File: src/logic/usd_map.svh
// register offsets, field positions, reset values and timing constants
`ifndef USD_MAP_SVH
`define USD_MAP_SVH
`define USD_ADDR_W 5
`define USD_OFF_DATA 5'h00
`define USD_OFF_STATUS 5'h04
`define USD_OFF_CONTROL 5'h08
`define USD_OFF_FORMAT 5'h0c
`define USD_OFF_BAUD 5'h10
// status register bits
`define USD_ST_RXC 7
`define USD_ST_TXC 6
`define USD_ST_UDRE 5
`define USD_ST_RX9 0
// control register bits
`define USD_CT_TX9 0
`define USD_CT_DBL 1
`define USD_CT_EIE 2
`define USD_CT_CIE 3
`define USD_CT_TXEN 4
`define USD_CT_RXEN 5
// format register bits
`define USD_FM_SIZE_LSB 0
`define USD_FM_ODD 3
`define USD_FM_PEN 4
`define USD_FM_STOP2 5
`define USD_FM_SYNC 6
`define USD_FM_POL 7
`define USD_SIZE_RST 3'h3
`define USD_SIZE_NINE 3'h7
`define USD_BAUD_W 12
`define USD_OS_NORMAL 16
`define USD_OS_DOUBLE 8
`endif

File: src/logic/usd_pkg.sv
// types of the serial transmit and receive data path
package usd_pkg;
	typedef enum logic [2:0] {
		USD_TX_IDLE, USD_TX_START, USD_TX_DATA, USD_TX_PAR,
		USD_TX_STOP1, USD_TX_STOP2
	} usd_tx_state_t;
	typedef enum logic [2:0] {
		USD_RX_IDLE, USD_RX_START, USD_RX_DATA, USD_RX_PAR, USD_RX_STOP
	} usd_rx_state_t;
	typedef struct packed {
		logic pready; logic pslverr; logic [31:0] prdata;
		logic [7:0] ctrl; logic [7:0] fmt; logic [11:0] baud;
		logic [11:0] pre_cnt; logic [3:0] tx_os; logic [3:0] rx_os;
		logic xck_s1; logic xck_s2; logic xck_s3;
		usd_tx_state_t tx_st; logic [8:0] tx_buf; logic tx_full;
		logic [8:0] tx_sh; logic tx_par; logic [3:0] tx_bits;
		logic tx_out; logic tx_oe; logic txc; logic empty_irq;
		logic complete_irq; logic rx_sel; logic xck_sel;
		usd_rx_state_t rx_st; logic [8:0] rx_sh; logic [3:0] rx_bits;
		logic [8:0] rx_buf; logic rxc;
	} usd_state_t;
endpackage : usd_pkg
File: src/logic/usd_datapath.sv
// serial channel transmit and receive data path with an apb register slave
`include "usd_map.svh"

// Behaviour
// - transmit enable takes over the transmit pin
// - synchronous mode clocks frames from serial clock
// - data register write fills transmit buffer
// - buffer moves to shifter when idle or after stop
// - shifter sends one frame at selected rate
// - surplus upper bits ignored for short characters
// - nine-bit mode sends ninth transmit bit
// - empty flag mirrors transmit buffer emptiness
// - empty interrupt requested while flag set
// - data register write clears empty flag
// - complete flag set when frame out, buffer empty
// - complete flag cleared by acknowledge or write one
// - complete interrupt requested while flag set
// - parity inserted after data when enabled
// - transmit disable deferred until shifter, buffer empty
// - receive enable takes over the receive pin
// - receiver starts on valid start, samples bits
// - second stop bit ignored by receiver
// - first stop moves frame into receive buffer
// - unused upper received bits read as zero
// - frame is start, data lsb first, parity, stops
// - parity is xor of data, inverted if odd
// - receive complete flag shows unread data
module usd_datapath
	import usd_pkg::*;
#(
	parameter int NORMAL_OS = `USD_OS_NORMAL,
	parameter int DOUBLE_OS = `USD_OS_DOUBLE
) (
	input wire logic clk,
	input wire logic reset_n,
	input wire logic psel,
	input wire logic penable,
	input wire logic pwrite,
	input wire logic [31:0] paddr,
	input wire logic [31:0] pwdata,
	output logic [31:0] prdata,
	output logic pready,
	output logic pslverr,
	output logic tx_out,
	output logic tx_oe,
	input wire logic rx_in,
	output logic rx_sel,
	input wire logic xck_in,
	output logic xck_sel,
	output logic empty_irq,
	output logic complete_irq,
	input wire logic complete_irq_ack
);
	// refuse oversampling factors that the four-bit counters cannot hold
	if (NORMAL_OS > 16 || DOUBLE_OS < 2 || DOUBLE_OS > NORMAL_OS
		|| NORMAL_OS % 2 != 0 || DOUBLE_OS % 2 != 0) begin : g_bad_os
		$error("usd_datapath: oversampling factors out of range");
	end

	usd_state_t s_reg;
	usd_state_t s_next;

	// combinational helpers
	logic access;
	logic wr_data;
	logic rd_data;
	logic [3:0] nbits;
	logic [3:0] os_last;
	logic [3:0] os_half;
	logic pre_tick;
	logic ck_change;
	logic ck_sample;
	logic tx_tick;
	logic rx_tick;
	logic tx_on;
	logic load_ok;
	logic frame_end;
	logic [8:0] tx_mask;
	logic [8:0] tx_word;
	logic [8:0] rx_word;
	logic txc_set;
	logic rxc_set;
	logic [4:0] addr;

	// next state of every register
	always_comb begin
		s_next = s_reg;
		addr = paddr[`USD_ADDR_W-1:0];
		access = psel && penable && s_reg.pready;
		wr_data = access && pwrite && addr == `USD_OFF_DATA
			&& paddr[31:`USD_ADDR_W] == '0;
		rd_data = access && !pwrite && addr == `USD_OFF_DATA
			&& paddr[31:`USD_ADDR_W] == '0;

		// character width from the size field, value 7 means nine bits
		if (s_reg.fmt[2:0] == `USD_SIZE_NINE) begin
			nbits = 4'h9;
		end else if (s_reg.fmt[2]) begin
			nbits = 4'h8;
		end else begin
			nbits = 4'(s_reg.fmt[1:0]) + 4'h5;
		end
		tx_mask = 9'((10'h001 << nbits) - 10'h001);

		// oversampling ticks from the baud divider
		pre_tick = s_reg.pre_cnt == '0;
		os_last = s_reg.ctrl[`USD_CT_DBL] ? 4'(DOUBLE_OS - 1)
			: 4'(NORMAL_OS - 1);
		os_half = s_reg.ctrl[`USD_CT_DBL] ? 4'(DOUBLE_OS / 2 - 1)
			: 4'(NORMAL_OS / 2 - 1);
		s_next.pre_cnt = pre_tick ? s_reg.baud : s_reg.pre_cnt - 12'h001;

		// external clock edges seen after the synchroniser
		s_next.xck_s1 = xck_in;
		s_next.xck_s2 = s_reg.xck_s1;
		s_next.xck_s3 = s_reg.xck_s2;
		if (s_reg.fmt[`USD_FM_POL]) begin
			ck_change = !s_reg.xck_s2 && s_reg.xck_s3;
			ck_sample = s_reg.xck_s2 && !s_reg.xck_s3;
		end else begin
			ck_change = s_reg.xck_s2 && !s_reg.xck_s3;
			ck_sample = !s_reg.xck_s2 && s_reg.xck_s3;
		end

		// transmit bit clock, internal divider or serial clock pin
		if (pre_tick) begin
			s_next.tx_os = s_reg.tx_os == os_last ? 4'h0
				: s_reg.tx_os + 4'h1;
		end
		tx_tick = s_reg.fmt[`USD_FM_SYNC] ? ck_change
			: pre_tick && s_reg.tx_os == os_last;

		// transmitter stays on until shifter and buffer are empty
		tx_on = s_reg.ctrl[`USD_CT_TXEN] || s_reg.tx_full
			|| s_reg.tx_st != USD_TX_IDLE;
		load_ok = s_reg.tx_full && tx_on;
		frame_end = 1'b0;
		txc_set = 1'b0;
		tx_word = s_reg.tx_buf & tx_mask;

		// transmit frame sequencer
		unique case (s_reg.tx_st)
			USD_TX_IDLE: begin
				s_next.tx_out = 1'b1;
				frame_end = load_ok;
			end
			USD_TX_START: begin
				if (tx_tick) begin
					s_next.tx_out = s_reg.tx_sh[0];
					s_next.tx_sh = {1'b0, s_reg.tx_sh[8:1]};
					s_next.tx_bits = 4'h1;
					s_next.tx_st = USD_TX_DATA;
				end
			end
			USD_TX_DATA: begin
				if (tx_tick) begin
					if (s_reg.tx_bits != nbits) begin
						s_next.tx_out = s_reg.tx_sh[0];
						s_next.tx_sh = {1'b0, s_reg.tx_sh[8:1]};
						s_next.tx_bits = s_reg.tx_bits + 4'h1;
					end else if (s_reg.fmt[`USD_FM_PEN]) begin
						s_next.tx_out = s_reg.tx_par;
						s_next.tx_st = USD_TX_PAR;
					end else begin
						s_next.tx_out = 1'b1;
						s_next.tx_st = USD_TX_STOP1;
					end
				end
			end
			USD_TX_PAR: begin
				if (tx_tick) begin
					s_next.tx_out = 1'b1;
					s_next.tx_st = USD_TX_STOP1;
				end
			end
			USD_TX_STOP1: begin
				if (tx_tick && s_reg.fmt[`USD_FM_STOP2]) begin
					s_next.tx_st = USD_TX_STOP2;
				end else if (tx_tick) begin
					frame_end = 1'b1;
				end
			end
			USD_TX_STOP2: begin
				frame_end = tx_tick;
			end
		endcase

		// load the shifter at idle or right after the last stop bit
		if (frame_end) begin
			if (load_ok) begin
				s_next.tx_sh = tx_word;
				s_next.tx_par = ^tx_word ^ s_reg.fmt[`USD_FM_ODD];
				s_next.tx_full = 1'b0;
				s_next.tx_out = 1'b0;
				s_next.tx_st = USD_TX_START;
				if (!s_reg.fmt[`USD_FM_SYNC]) begin
					s_next.tx_os = 4'h0;
				end
			end else begin
				s_next.tx_out = 1'b1;
				s_next.tx_st = USD_TX_IDLE;
				txc_set = s_reg.tx_st != USD_TX_IDLE;
			end
		end

		// a data write fills the buffer with the ninth bit beside it
		if (wr_data) begin
			s_next.tx_buf = {s_reg.ctrl[`USD_CT_TX9], pwdata[7:0]};
			s_next.tx_full = 1'b1;
		end

		// receiver sampling clock
		if (s_reg.fmt[`USD_FM_SYNC]) begin
			rx_tick = ck_sample;
		end else begin
			rx_tick = pre_tick;
		end
		rxc_set = 1'b0;
		rx_word = 9'(s_reg.rx_sh >> (4'h9 - nbits));

		// receive frame sequencer
		unique case (s_reg.rx_st)
			USD_RX_IDLE: begin
				if (rx_tick && !rx_in) begin
					s_next.rx_os = 4'h0;
					s_next.rx_bits = 4'h0;
					s_next.rx_st = s_reg.fmt[`USD_FM_SYNC] ? USD_RX_DATA
						: USD_RX_START;
				end
			end
			USD_RX_START: begin
				if (rx_tick) begin
					s_next.rx_os = s_reg.rx_os + 4'h1;
					if (s_reg.rx_os == os_half) begin
						s_next.rx_os = 4'h0;
						s_next.rx_st = rx_in ? USD_RX_IDLE
							: USD_RX_DATA;
					end
				end
			end
			default: begin
				if (rx_tick && !s_reg.fmt[`USD_FM_SYNC]) begin
					s_next.rx_os = s_reg.rx_os == os_last ? 4'h0
						: s_reg.rx_os + 4'h1;
				end
				if (rx_tick && (s_reg.fmt[`USD_FM_SYNC]
					|| s_reg.rx_os == os_last)) begin
					unique case (s_reg.rx_st)
						USD_RX_DATA: begin
							s_next.rx_sh = {rx_in, s_reg.rx_sh[8:1]};
							s_next.rx_bits = s_reg.rx_bits + 4'h1;
							if (s_reg.rx_bits == nbits - 4'h1) begin
								s_next.rx_st = s_reg.fmt[`USD_FM_PEN]
									? USD_RX_PAR : USD_RX_STOP;
							end
						end
						USD_RX_PAR: begin
							s_next.rx_st = USD_RX_STOP;
						end
						default: begin
							// second stop bit is left to the idle watcher
							s_next.rx_buf = rx_word;
							rxc_set = 1'b1;
							s_next.rx_st = USD_RX_IDLE;
						end
					endcase
				end
			end
		endcase

		// receive complete: reading the data clears, a new frame wins
		if (rd_data) begin
			s_next.rxc = 1'b0;
		end
		if (rxc_set) begin
			s_next.rxc = 1'b1;
		end

		// apb access phase: one wait state, then the answer
		s_next.pready = psel && penable && !s_reg.pready;
		s_next.pslverr = 1'b0;
		s_next.prdata = '0;
		if (psel && penable && !s_reg.pready) begin
			if (paddr[31:`USD_ADDR_W] != '0) begin
				s_next.pslverr = 1'b1;
			end else begin
				unique case (addr)
					`USD_OFF_DATA: s_next.prdata = {24'h0, s_reg.rx_buf[7:0]};
					`USD_OFF_STATUS: begin
						s_next.prdata[`USD_ST_RXC] = s_reg.rxc;
						s_next.prdata[`USD_ST_TXC] = s_reg.txc;
						s_next.prdata[`USD_ST_UDRE] = !s_reg.tx_full;
						s_next.prdata[`USD_ST_RX9] = s_reg.rx_buf[8];
					end
					`USD_OFF_CONTROL: s_next.prdata = {24'h0, s_reg.ctrl};
					`USD_OFF_FORMAT: s_next.prdata = {24'h0, s_reg.fmt};
					`USD_OFF_BAUD: s_next.prdata = {20'h0, s_reg.baud};
					default: s_next.pslverr = 1'b1;
				endcase
			end
		end

		// register writes take effect at the completing edge
		if (access && pwrite && paddr[31:`USD_ADDR_W] == '0) begin
			unique case (addr)
				`USD_OFF_STATUS: begin
					// empty flag position is read-only, software writes zero
					if (pwdata[`USD_ST_TXC]) begin
						s_next.txc = 1'b0;
					end
				end
				`USD_OFF_CONTROL: s_next.ctrl = pwdata[7:0];
				`USD_OFF_FORMAT: s_next.fmt = pwdata[7:0];
				`USD_OFF_BAUD: s_next.baud = pwdata[11:0];
				default: begin
				end
			endcase
		end

		// acknowledge of the complete interrupt clears the flag
		if (complete_irq_ack) begin
			s_next.txc = 1'b0;
		end
		if (txc_set) begin
			s_next.txc = 1'b1;
		end

		// receiver off: flush buffer and abort any reception
		if (!s_next.ctrl[`USD_CT_RXEN]) begin
			s_next.rxc = 1'b0;
			s_next.rx_st = USD_RX_IDLE;
		end

		// interrupt requests and pin takeover
		s_next.empty_irq = s_reg.ctrl[`USD_CT_EIE] && !s_reg.tx_full;
		s_next.complete_irq = s_reg.ctrl[`USD_CT_CIE] && s_reg.txc;
		s_next.tx_oe = tx_on;
		s_next.rx_sel = s_reg.ctrl[`USD_CT_RXEN];
		s_next.xck_sel = s_reg.fmt[`USD_FM_SYNC]
			&& (tx_on || s_reg.ctrl[`USD_CT_RXEN]);
	end

	// state register
	always_ff @(posedge clk or negedge reset_n) begin
		if (!reset_n) begin
			s_reg <= '0;
			s_reg.fmt <= {5'h00, `USD_SIZE_RST};
			s_reg.tx_out <= 1'b1;
			s_reg.tx_st <= USD_TX_IDLE;
			s_reg.rx_st <= USD_RX_IDLE;
		end else begin
			s_reg <= s_next;
		end
	end

	// outputs straight from the state register
	assign prdata = s_reg.prdata;
	assign pready = s_reg.pready;
	assign pslverr = s_reg.pslverr;
	assign tx_out = s_reg.tx_out;
	assign tx_oe = s_reg.tx_oe;
	assign rx_sel = s_reg.rx_sel;
	assign xck_sel = s_reg.xck_sel;
	assign empty_irq = s_reg.empty_irq;
	assign complete_irq = s_reg.complete_irq;
endmodule : usd_datapath

File: config.mk
export PLATFORM = sky130hd
export DESIGN_NAME = usd_datapath
export DESIGN_NICKNAME = d
export VERILOG_FILES = /design/src/logic/usd_pkg.sv /design/src/logic/usd_datapath.sv
export VERILOG_INCLUDE_DIRS = /design/src /design/src/logic
export SDC_FILE = /design/constraint.sdc
export NUM_CORES = 1
export LEC_CHECK = 0
export ABC_AREA = 0
export BUFFER_PORTS_ARGS = -buffer_cell sky130_fd_sc_hd__buf_2
export CORE_ASPECT_RATIO = 1.1
export CORE_MARGIN = 2
export CORE_UTILIZATION = 40
export DETAILED_ROUTE_END_ITERATION = 16
export GPL_ROUTABILITY_DRIVEN = 0
export PLACE_DENSITY = 0.68
export SLEW_MARGIN = 25
export SYNTH_ARGS = -nofsm -noshare
export SYNTH_HDL_FRONTEND = slang
export SYNTH_SLANG_ARGS = --single-unit
File: constraint.sdc
create_clock -name clk -period 5.4 [get_ports clk]
set_input_delay 0.27 -clock clk [delete_from_list [all_inputs] [get_ports clk]]
set_output_delay 0.27 -clock clk [all_outputs]
set_load 0.01 [all_outputs]
# Yosys cells after proc, flatten, opt, wreduce, memory -nomap -nowiden
# Index checks and enable logic that the tools add are counted.
[word_totals]
ff_bits = 145
output_inout_bits = 40
[op_classes]
add_sub_neg = 9
eq_ne = 34
n_shift = 2
n_mux = 87
n_bitwise = 5
reduce_logical = 68
[op_table]
columns = ["operator", "n"]
rows = [
  ["4-bit 2-to-1 mux", 15],
  ["3-bit 2-to-1 mux", 13],
  ["9-bit 2-to-1 mux", 4],
  ["33-bit 2-to-1 mux", 1],
  ["32-bit 2-to-1 mux", 1],
  ["1-bit 2-to-1 mux", 28],
  ["27-bit zero test", 1],
  ["27-bit nonzero test", 1],
  ["26-bit 2-to-1 mux", 1],
  ["25-bit 2-to-1 mux", 1],
  ["12-bit 2-to-1 mux", 2],
  ["3-bit inequality test, second input constant", 8],
  ["4-bit case mux with 2 select lines", 3],
  ["11-bit 2-to-1 mux", 2],
  ["1-bit logical AND", 21],
  ["9-bit case mux with 2 select lines", 1],
  ["4-bit by 1-bit adder with 4-bit output, second input constant", 4],
  ["4-bit case mux with 4 select lines", 1],
  ["3-bit case mux with 5 select lines", 1],
  ["3-bit nonzero test", 5],
  ["13-bit 2-to-1 mux", 1],
  ["3-bit by 2-bit equality test with 1-bit output, second input constant", 4],
  ["4-bit equality test", 3],
  ["12-bit zero test", 1],
  ["other kinds (44)", 82],
]

# Logic depth before layout (Yosys ltp)
# Gate-level depths: netlist (run 1).
[logic_depth]
word_depth = 11
mapped_depth = 11
ltp_nobuf = 9

# Worst setup path before layout (run 1)
# No wires, ideal clock.
[synth_path]
path_type = "register to register"
startpoint = "reg s_reg[95] (netlist name)"
endpoint = "reg s_reg[23] (netlist name)"
setup_ns = 0.126
arrival_time_ns = 2.327
required_time_ns = 5.274
slack_ns = 2.947
path_stages_with_launch = 11
path_buffers = 2
period_less_slack_ns = 2.453
path_cell_list = "dfstp_2 -> ha_1 -> buf_2 -> or2_2 -> buf_2 -> ha_1 -> and3_1 -> a2111oi_0 -> a31oi_1 -> o21ba_1 -> o311a_1"
[synth_via]
elab_chain_cells = 7
[synth_lines]
columns = ["item", "line", "source"]
rows = [
  ["from (decl)", "usd_datapath.sv:60", "usd_state_t s_reg;"],
  ["from (signal assigned)", "usd_datapath.sv:352", "s_reg <= s_next;"],
  ["2-bit by 3-bit adder with 4-bit output", "usd_datapath.sv:101", "nbits = 4'(s_reg.fmt[1:0]) + 4'h5;"],
  ["4-bit 2-to-1 mux", "usd_datapath.sv:98", "end else if (s_reg.fmt[2]) begin"],
  ["4-bit 2-to-1 mux *", "usd_datapath.sv:96", "if (s_reg.fmt[2:0] == `USD_SIZE_NINE) begin"],
  ["4-bit by 1-bit subtractor with 4-bit output *", "usd_datapath.sv:252", "if (s_reg.rx_bits == nbits - 4'h1) begin"],
  ["4-bit equality test *", "usd_datapath.sv:252", ""],
  ["5-bit inequality test (no line) *", "--", ""],
  ["5-bit AND reduction (no line) *", "--", ""],
]
# Every way passes the cells marked *; elsewhere a longest branch is shown, timed or not.
# A chain may end at the register's enable or synchronous reset.

# Worst setup path in the final report (run 1)
# Same ends and word-level chain as after synthesis.

==> results of run 1 <==
metrics by stage:
stage / cell area [um^2] / utilization, % / setup slack [ns]
global route: 7900 / 46.7 / 2.29
floorplan: 6940 / - / 2.95
CTS: 7880 / 46.7 / 2.43
global placement: 7250 / 42.9 / 2.51
finish: 7900 / 46.7 / 2.46
detailed placement: 7250 / 42.9 / 2.45
logic make-up (layout without fill, tap and decap cells):
logic type | after synthesis | in the layout | share of synthesized area, %
DFF | 125 | 125 | 45.6
xor gates and xnor gates | 25 | 25 | 3.79
other | 2 | 22 | 0.109
and+or+nand+nor | 208 | 208 | 16.5
muxes | 82 | 82 | 13.4
AOI/OAI and AO/OA | 132 | 132 | 12.5
buffers and inverters | 76 | 127 | 6.05
adders and majority gates | 11 | 11 | 2.01
worst max-delay path by stage:
stage	startpoint	to	slack, ns	depth (start not counted)
floorplan	s_reg[95]	s_reg[23]	2.95	10
global placement	s_reg[95]	s_reg[23]	2.51	8
detailed placement	s_reg[95]	s_reg[23]	2.45	8
CTS	s_reg[95]	s_reg[23]	2.43	8
global route	s_reg[95]	s_reg[23]	2.29	8
finish	s_reg[95]	s_reg[23]	2.46	8
cell type report:
| class | count | area [um^2] |
|---|---|---|
| well taps | 208 | 260 |
| fillers | 1557 | 9000 |
| clock inverters | 11 | 165 |
| multi-input cells | 480 | 3400 |
| inverters | 18 | 67.6 |
| clock buffers | 21 | 460 |
| repair buffers | 77 | 412 |
| flip-flops and latches | 125 | 3130 |
metal layers:
layer / vias to the layer above / share of wire (%) / track usage, %
met5: - / 0.072 / 0
met4: 2 / 2.9 / 7.84
met3: 30 / 4.5 / 4.98
met2: 107 / 48 / 28.4
met1: 2456 / 45 / 22.0
li1: 2449 / - / -
placed cells by master (no fill, tap or decap), types with 8 or more instances in the layout:
cell type  instances
dfrtp_1          122
o22ai_1           11
mux2i_1           32
buf_2             70
and2_1            12
nand2b_1          14
nand3_1           11
inv_1             17
nor2_1            39
ha_1              11
mux2_1             8
clkbuf_16         17
conb_1            22
nand2_1           63
o21ai_0           41
mux2_2            38
nor3_1            11
xor2_1            10
a21oi_1           26
xnor2_1           12
what timing repair did:
| item | CTS | global route |
|---|---|---|
| resized for setup | 0 | 0 |
| hold endpoints to repair | 1 | 75 |
| setup endpoints to repair | 0 | 0 |
| hold buffers | 1 | 1 |
power by group through the flow:
stage / sequential (mW) / combinational (mW) / clock [mW]
final: 0.948 / 0.0743 / 1.21
after floorplan: 0.963 / 0.0363 / 0
after global placement: 0.963 / 0.0725 / 0
after global routing: 0.948 / 0.0842 / 1.27
after detailed placement: 0.963 / 0.0733 / 0
after CTS: 0.947 / 0.0740 / 1.22
==> impl_metrics.yaml, run 1 <==
yosys:
  post-synth-top-count-cell: "dfrtp_1"
  ys_ff_latch: 125
  ys_top_cells_by_count: "122 x dfrtp_1, 63 x nand2_1, 41 x o21ai_0"
  yosys.cell_types.count: 72
  syn_area_um2: 6860
  syn_area_per_cell_um2: 10.4
  synth_seq_area_share_pct: 45.6
  synth_top_cell_by_area: "dfrtp_1"
  synthFlopType: "dfrtp_1"
  ys_async_sr_fraction_pct: 100
  syn_inst: 661
  synth_warnings: 0
  synthTopCellsByArea: "dfrtp_1 44%, mux2_2 6.2%, mux2i_1 4.7%, buf_4 3.5%, nand2_1 3.4%"
  synth_top_area_share_pct: 44.5
  synth-edff-count: 0
layout:
  layout-area-overhead-vs-synth_pct: 15.0
  insertedDiodeCount: 0
  largest_reg_flops: 102
  num-nets-final: 802
  drive_gt1_share_pct: 23.4
  stdcell_count: 940
min_path:
  worstHoldPathCells: 2
  holdPathEnd: "s_reg[93]"
  hold_path_class: "in -> reg"
  min_from: "pwdata[10]"
placement:
  place_inst: 906
  port_buffers: 71
  place_hpwl_mm: 11.0
clock_network:
  cts_max_level: 4
  cts_tree: "built"
  cts.root.buffer_cell: "clkbuf_16"
  clk_pin_slew_ns: 0.05
  clockBufferDepth: 2
  clk_latency_ns: 0.42
  cts_made_buffers: 17
  postCtsSetupBuffers: 0
  cts.sinks: 125
sta:
  tightestPinTransition_ns: 0.732
  setup_violations: 0
  setup_tns_ns: 0
  maxSlewViolCount: 0
  hold_viol: 0
  holdWs_ns: 0.0773
  finalCriticalPeriod_ns: 2.94
  timing.fmax_mhz: 340
  rsz0062_at_grt: "no"
  relSlewSlack_pct: 49.8
  post-route-period-util_pct: 54.5
  fin_skew_ns: 0.00679
critical_path:
  required_ns: 5.70
  r2r-start: "s_reg[95]"
  criticalPathCategory: "reg -> reg"
  crit_path_end_kind: "register"
  path_max_fanout: 13
  worst-r2r-setup-slack_ns: 2.46
  arrival_ns: 3.24
  critPathMaxStageDelay_ns: 0.65
  cp_top_family: "compound AO/OA/AOI/OAI gates"
  r2r_cells: 8
  crit_path_start_kind: "register"
  cpMaxStageDelayCell: "dfstp_2"
  rr_endpoint: "s_reg[23]"
  crit_chain: "ha_1 > nand2b_1 > ha_1 > and3_1 > a2111oi_0 > a31oi_1 > o21ba_1 > o311a_1"
  worst-path-buf-inv: 0
  critPathMostFrequentCell: "ha_1"
routing:
  drc: 0
  drtPass1Iterations: 5
  routed_wl_mm: 15.3
  wire_per_inst_um: 16.3
  antenna_left: 0
  vias_per_cell: 5.37
  via_count: 5044
  drt_iter0_markers: 327
floorplan:
  rows: 50
  io_pins: 112
  coreArea_um2: 16900
  die_w_um: 129
  start_util_pct: 40.6
  die-area_um2: 18200
  die_height_um: 141
pwr:
  power.leakage_nw: 3.85
  power_switching_uw: 467
  power_mw: 2.23
  pwr-share-clk_pct: 54.1
  p_sw_share_pct: 20.9
  p_int_mw: 1.76
  max-vdd-ir-drop_v: 0.000212
  combPwrFrac_pct: 3.3
  power.density_nw_per_um2: 282
  seq_power_share_pct: 42.5
grt:
  grt_use_total_pct: 17.6
  antenna_found_initial: 1
  grt_first_pass_wirelength_mm: 24.8
  grt_pass1_vias: 4895
  grt_max_degree: 77
  grt_overflow: 0
status:
  status: "completed"
run:
  max_cap_violations: 0
Note: power is estimated with default switching activity, not from simulation.
==> run 2, diff against run 1 <==
PLACE_DENSITY = 0.7   (was 0.68)
clock period = 2.5 ns   (was 5.4 ns; I/O delays follow)
==> run 2 against run 1 <==
  * Sequential power rose by 120%
  * Die area did not move
  * Maximum frequency rose by 21%
  * Clock power rose by 100%
  * Sequential share of layout area fell by 1.9 points
  * Worst setup slack got worse by 2.4 ns
  * Power rose by 110%
  * Via count rose by 3.1%
  * Cell count rose by 4.9%
  * Clock-buffer cell count fell by 3
==> impl_metrics.yaml, run 2 (synthesis results as in run 1) <==
routing:
  wire_per_inst_um: 15.8
  routed_wl_mm: 15.6
  drt_iter0_markers: 357
  antenna_left: 0
  drc: 0
  via_count: 5198
  vias_per_cell: 5.27
  drtPass1Iterations: 5
sta:
  tightestPinTransition_ns: 0.732
  finalCriticalPeriod_ns: 2.43
  setup_violations: 0
  relSlewSlack_pct: 51.2
  fin_skew_ns: 0.00771
  hold_viol: 0
  setup_ws_ns: 0.0731
  setup_tns_ns: 0
  holdWs_ns: 0.00971
  timing.fmax_mhz: 412
  post-route-period-util_pct: 97.1
  maxSlewViolCount: 0
  rsz0062_at_grt: "yes"
layout:
  nFillCells: 1549
  final_cell_area_um2: 8300
  layout-area-overhead-vs-synth_pct: 20.9
  final_common_cell: "dfrtp_1"
  insertedDiodeCount: 0
  num-nets-final: 848
  layout_common_cells: "122 x dfrtp_1, 70 x buf_2, 63 x nand2_1"
  largest_reg_flops: 102
  drive_gt1_share_pct: 27.4
  utilization_pct: 49.1
  stdcell_count: 986
clock_network:
  cts.sinks: 125
  cts_tree: "built"
  cts_made_buffers: 17
  cts_max_level: 4
  clk_pin_slew_ns: 0.06
  clockBufferDepth: 2
  clk_latency_ns: 0.42
  cts.root.buffer_cell: "clkbuf_16"
floorplan:
  die_height_um: 141
  coreArea_um2: 16900
  die-area_um2: 18200
  rows: 50
  start_util_pct: 40.6
  die_w_um: 129
  io_pins: 112
grt:
  grt_pass1_vias: 5071
  grt_max_degree: 55
  grt_overflow: 0
  grt_use_total_pct: 17.8
  antenna_found_initial: 0
  grt_first_pass_wirelength_mm: 25.2
min_path:
  hold_path_class: "in -> reg"
critical_path:
  crit_path_start_kind: "register"
  crit_path_end_kind: "register"
  criticalPathCategory: "reg -> reg"
  critPathMaxStageDelay_ns: 0.55
  cp_top_family: "multiplexers"
  crit_chain: "buf_4 > nor2b_1 > nor2_2 > mux2i_1 > mux4_2 > o21ai_0 > mux2_2"
  worst-path-buf-inv: 1
  required_ns: 2.86
  arrival_ns: 2.79
  path_max_fanout: 11
  cpMaxStageDelayCell: "dfstp_2"
placement:
  placed_area_um2: 7540
  place_inst: 940
  dp_slack_ns: 0.0419
  place_hpwl_mm: 11.4
  port_buffers: 71
status:
  status: "completed"
pwr:
  max-vdd-ir-drop_v: 0.000488
  power_mw: 4.70
  power.density_nw_per_um2: 567
  power.leakage_nw: 4.05
run:
  max_cap_violations: 0
## run 2: cell count changes in the layout (fill, tap and decap cells not counted), sizes merged, moves of 3 or more
| cell | previous run | this run |
|---|---|---|
| buf | 75 | 110 |
| inv | 17 | 22 |
| clkbuf | 21 | 18 |
| dlygate4sd3 | 2 | 13 |
## run 2: layout make-up
type                            instances  area, um^2  share of cell area, %
Multi-Input combinational cell        480        3420                   41.2
Sequential cell                       125        3130                   37.8
Timing Repair Buffer                  123         818                   9.86
Clock buffer                           18         439                   5.29
Tap cell                              208         260                   3.14
Clock inverter                         14         158                   1.90
Inverter                               18        67.6                  0.814
## run 2: final timing paths
| check | end | slack (ns) | start | cells past startpoint |
|---|---|---|---|---|
| hold / removal | s_reg[97] | 0.01 | pwdata[2] | 2 |
| hold reg to reg | s_next[60] | 0.35 | s_next[61] | 0 |
| setup / recovery | s_reg[1] | 0.07 | s_reg[95] | 7 |
| min in group asynchronous | s_reg[37] | 0.32 | reset_n | 2 |
| setup reg to reg | s_reg[1] | 0.07 | s_reg[95] | 7 |
| max in group asynchronous | prdata[8] | 1.41 | reset_n | 4 |
## run 2: timing repair
| item | 4_1_cts | 5_1_grt |
|---|---|---|
| resized for setup | 0 | 8 |
| endpoints found under the hold margin | 66 | 0 |
| hold buffers | 13 | 0 |
| setup endpoints to repair | 0 | 8 |
| setup buffers | 0 | 1 |
## run 2: layer usage
layer	GRT usage (%)	wire [um]	vias to the layer above	part of all wire (%)
li1	-	-	2519	-
met1	22.3	6770	2525	43
met2	29.8	7810	133	50
met3	3.96	695	21	4.5
met4	6.86	319	0	2.0
met5	0	0	-	0
## run 2: report_power, final
part	total [mW]	leakage (nW)	internal [mW]	switching, mW
clock	2.48	0.284	1.51	0.967
combinational	0.184	2.08	0.0746	0.109
sequential	2.04	1.69	2.03	0.00980
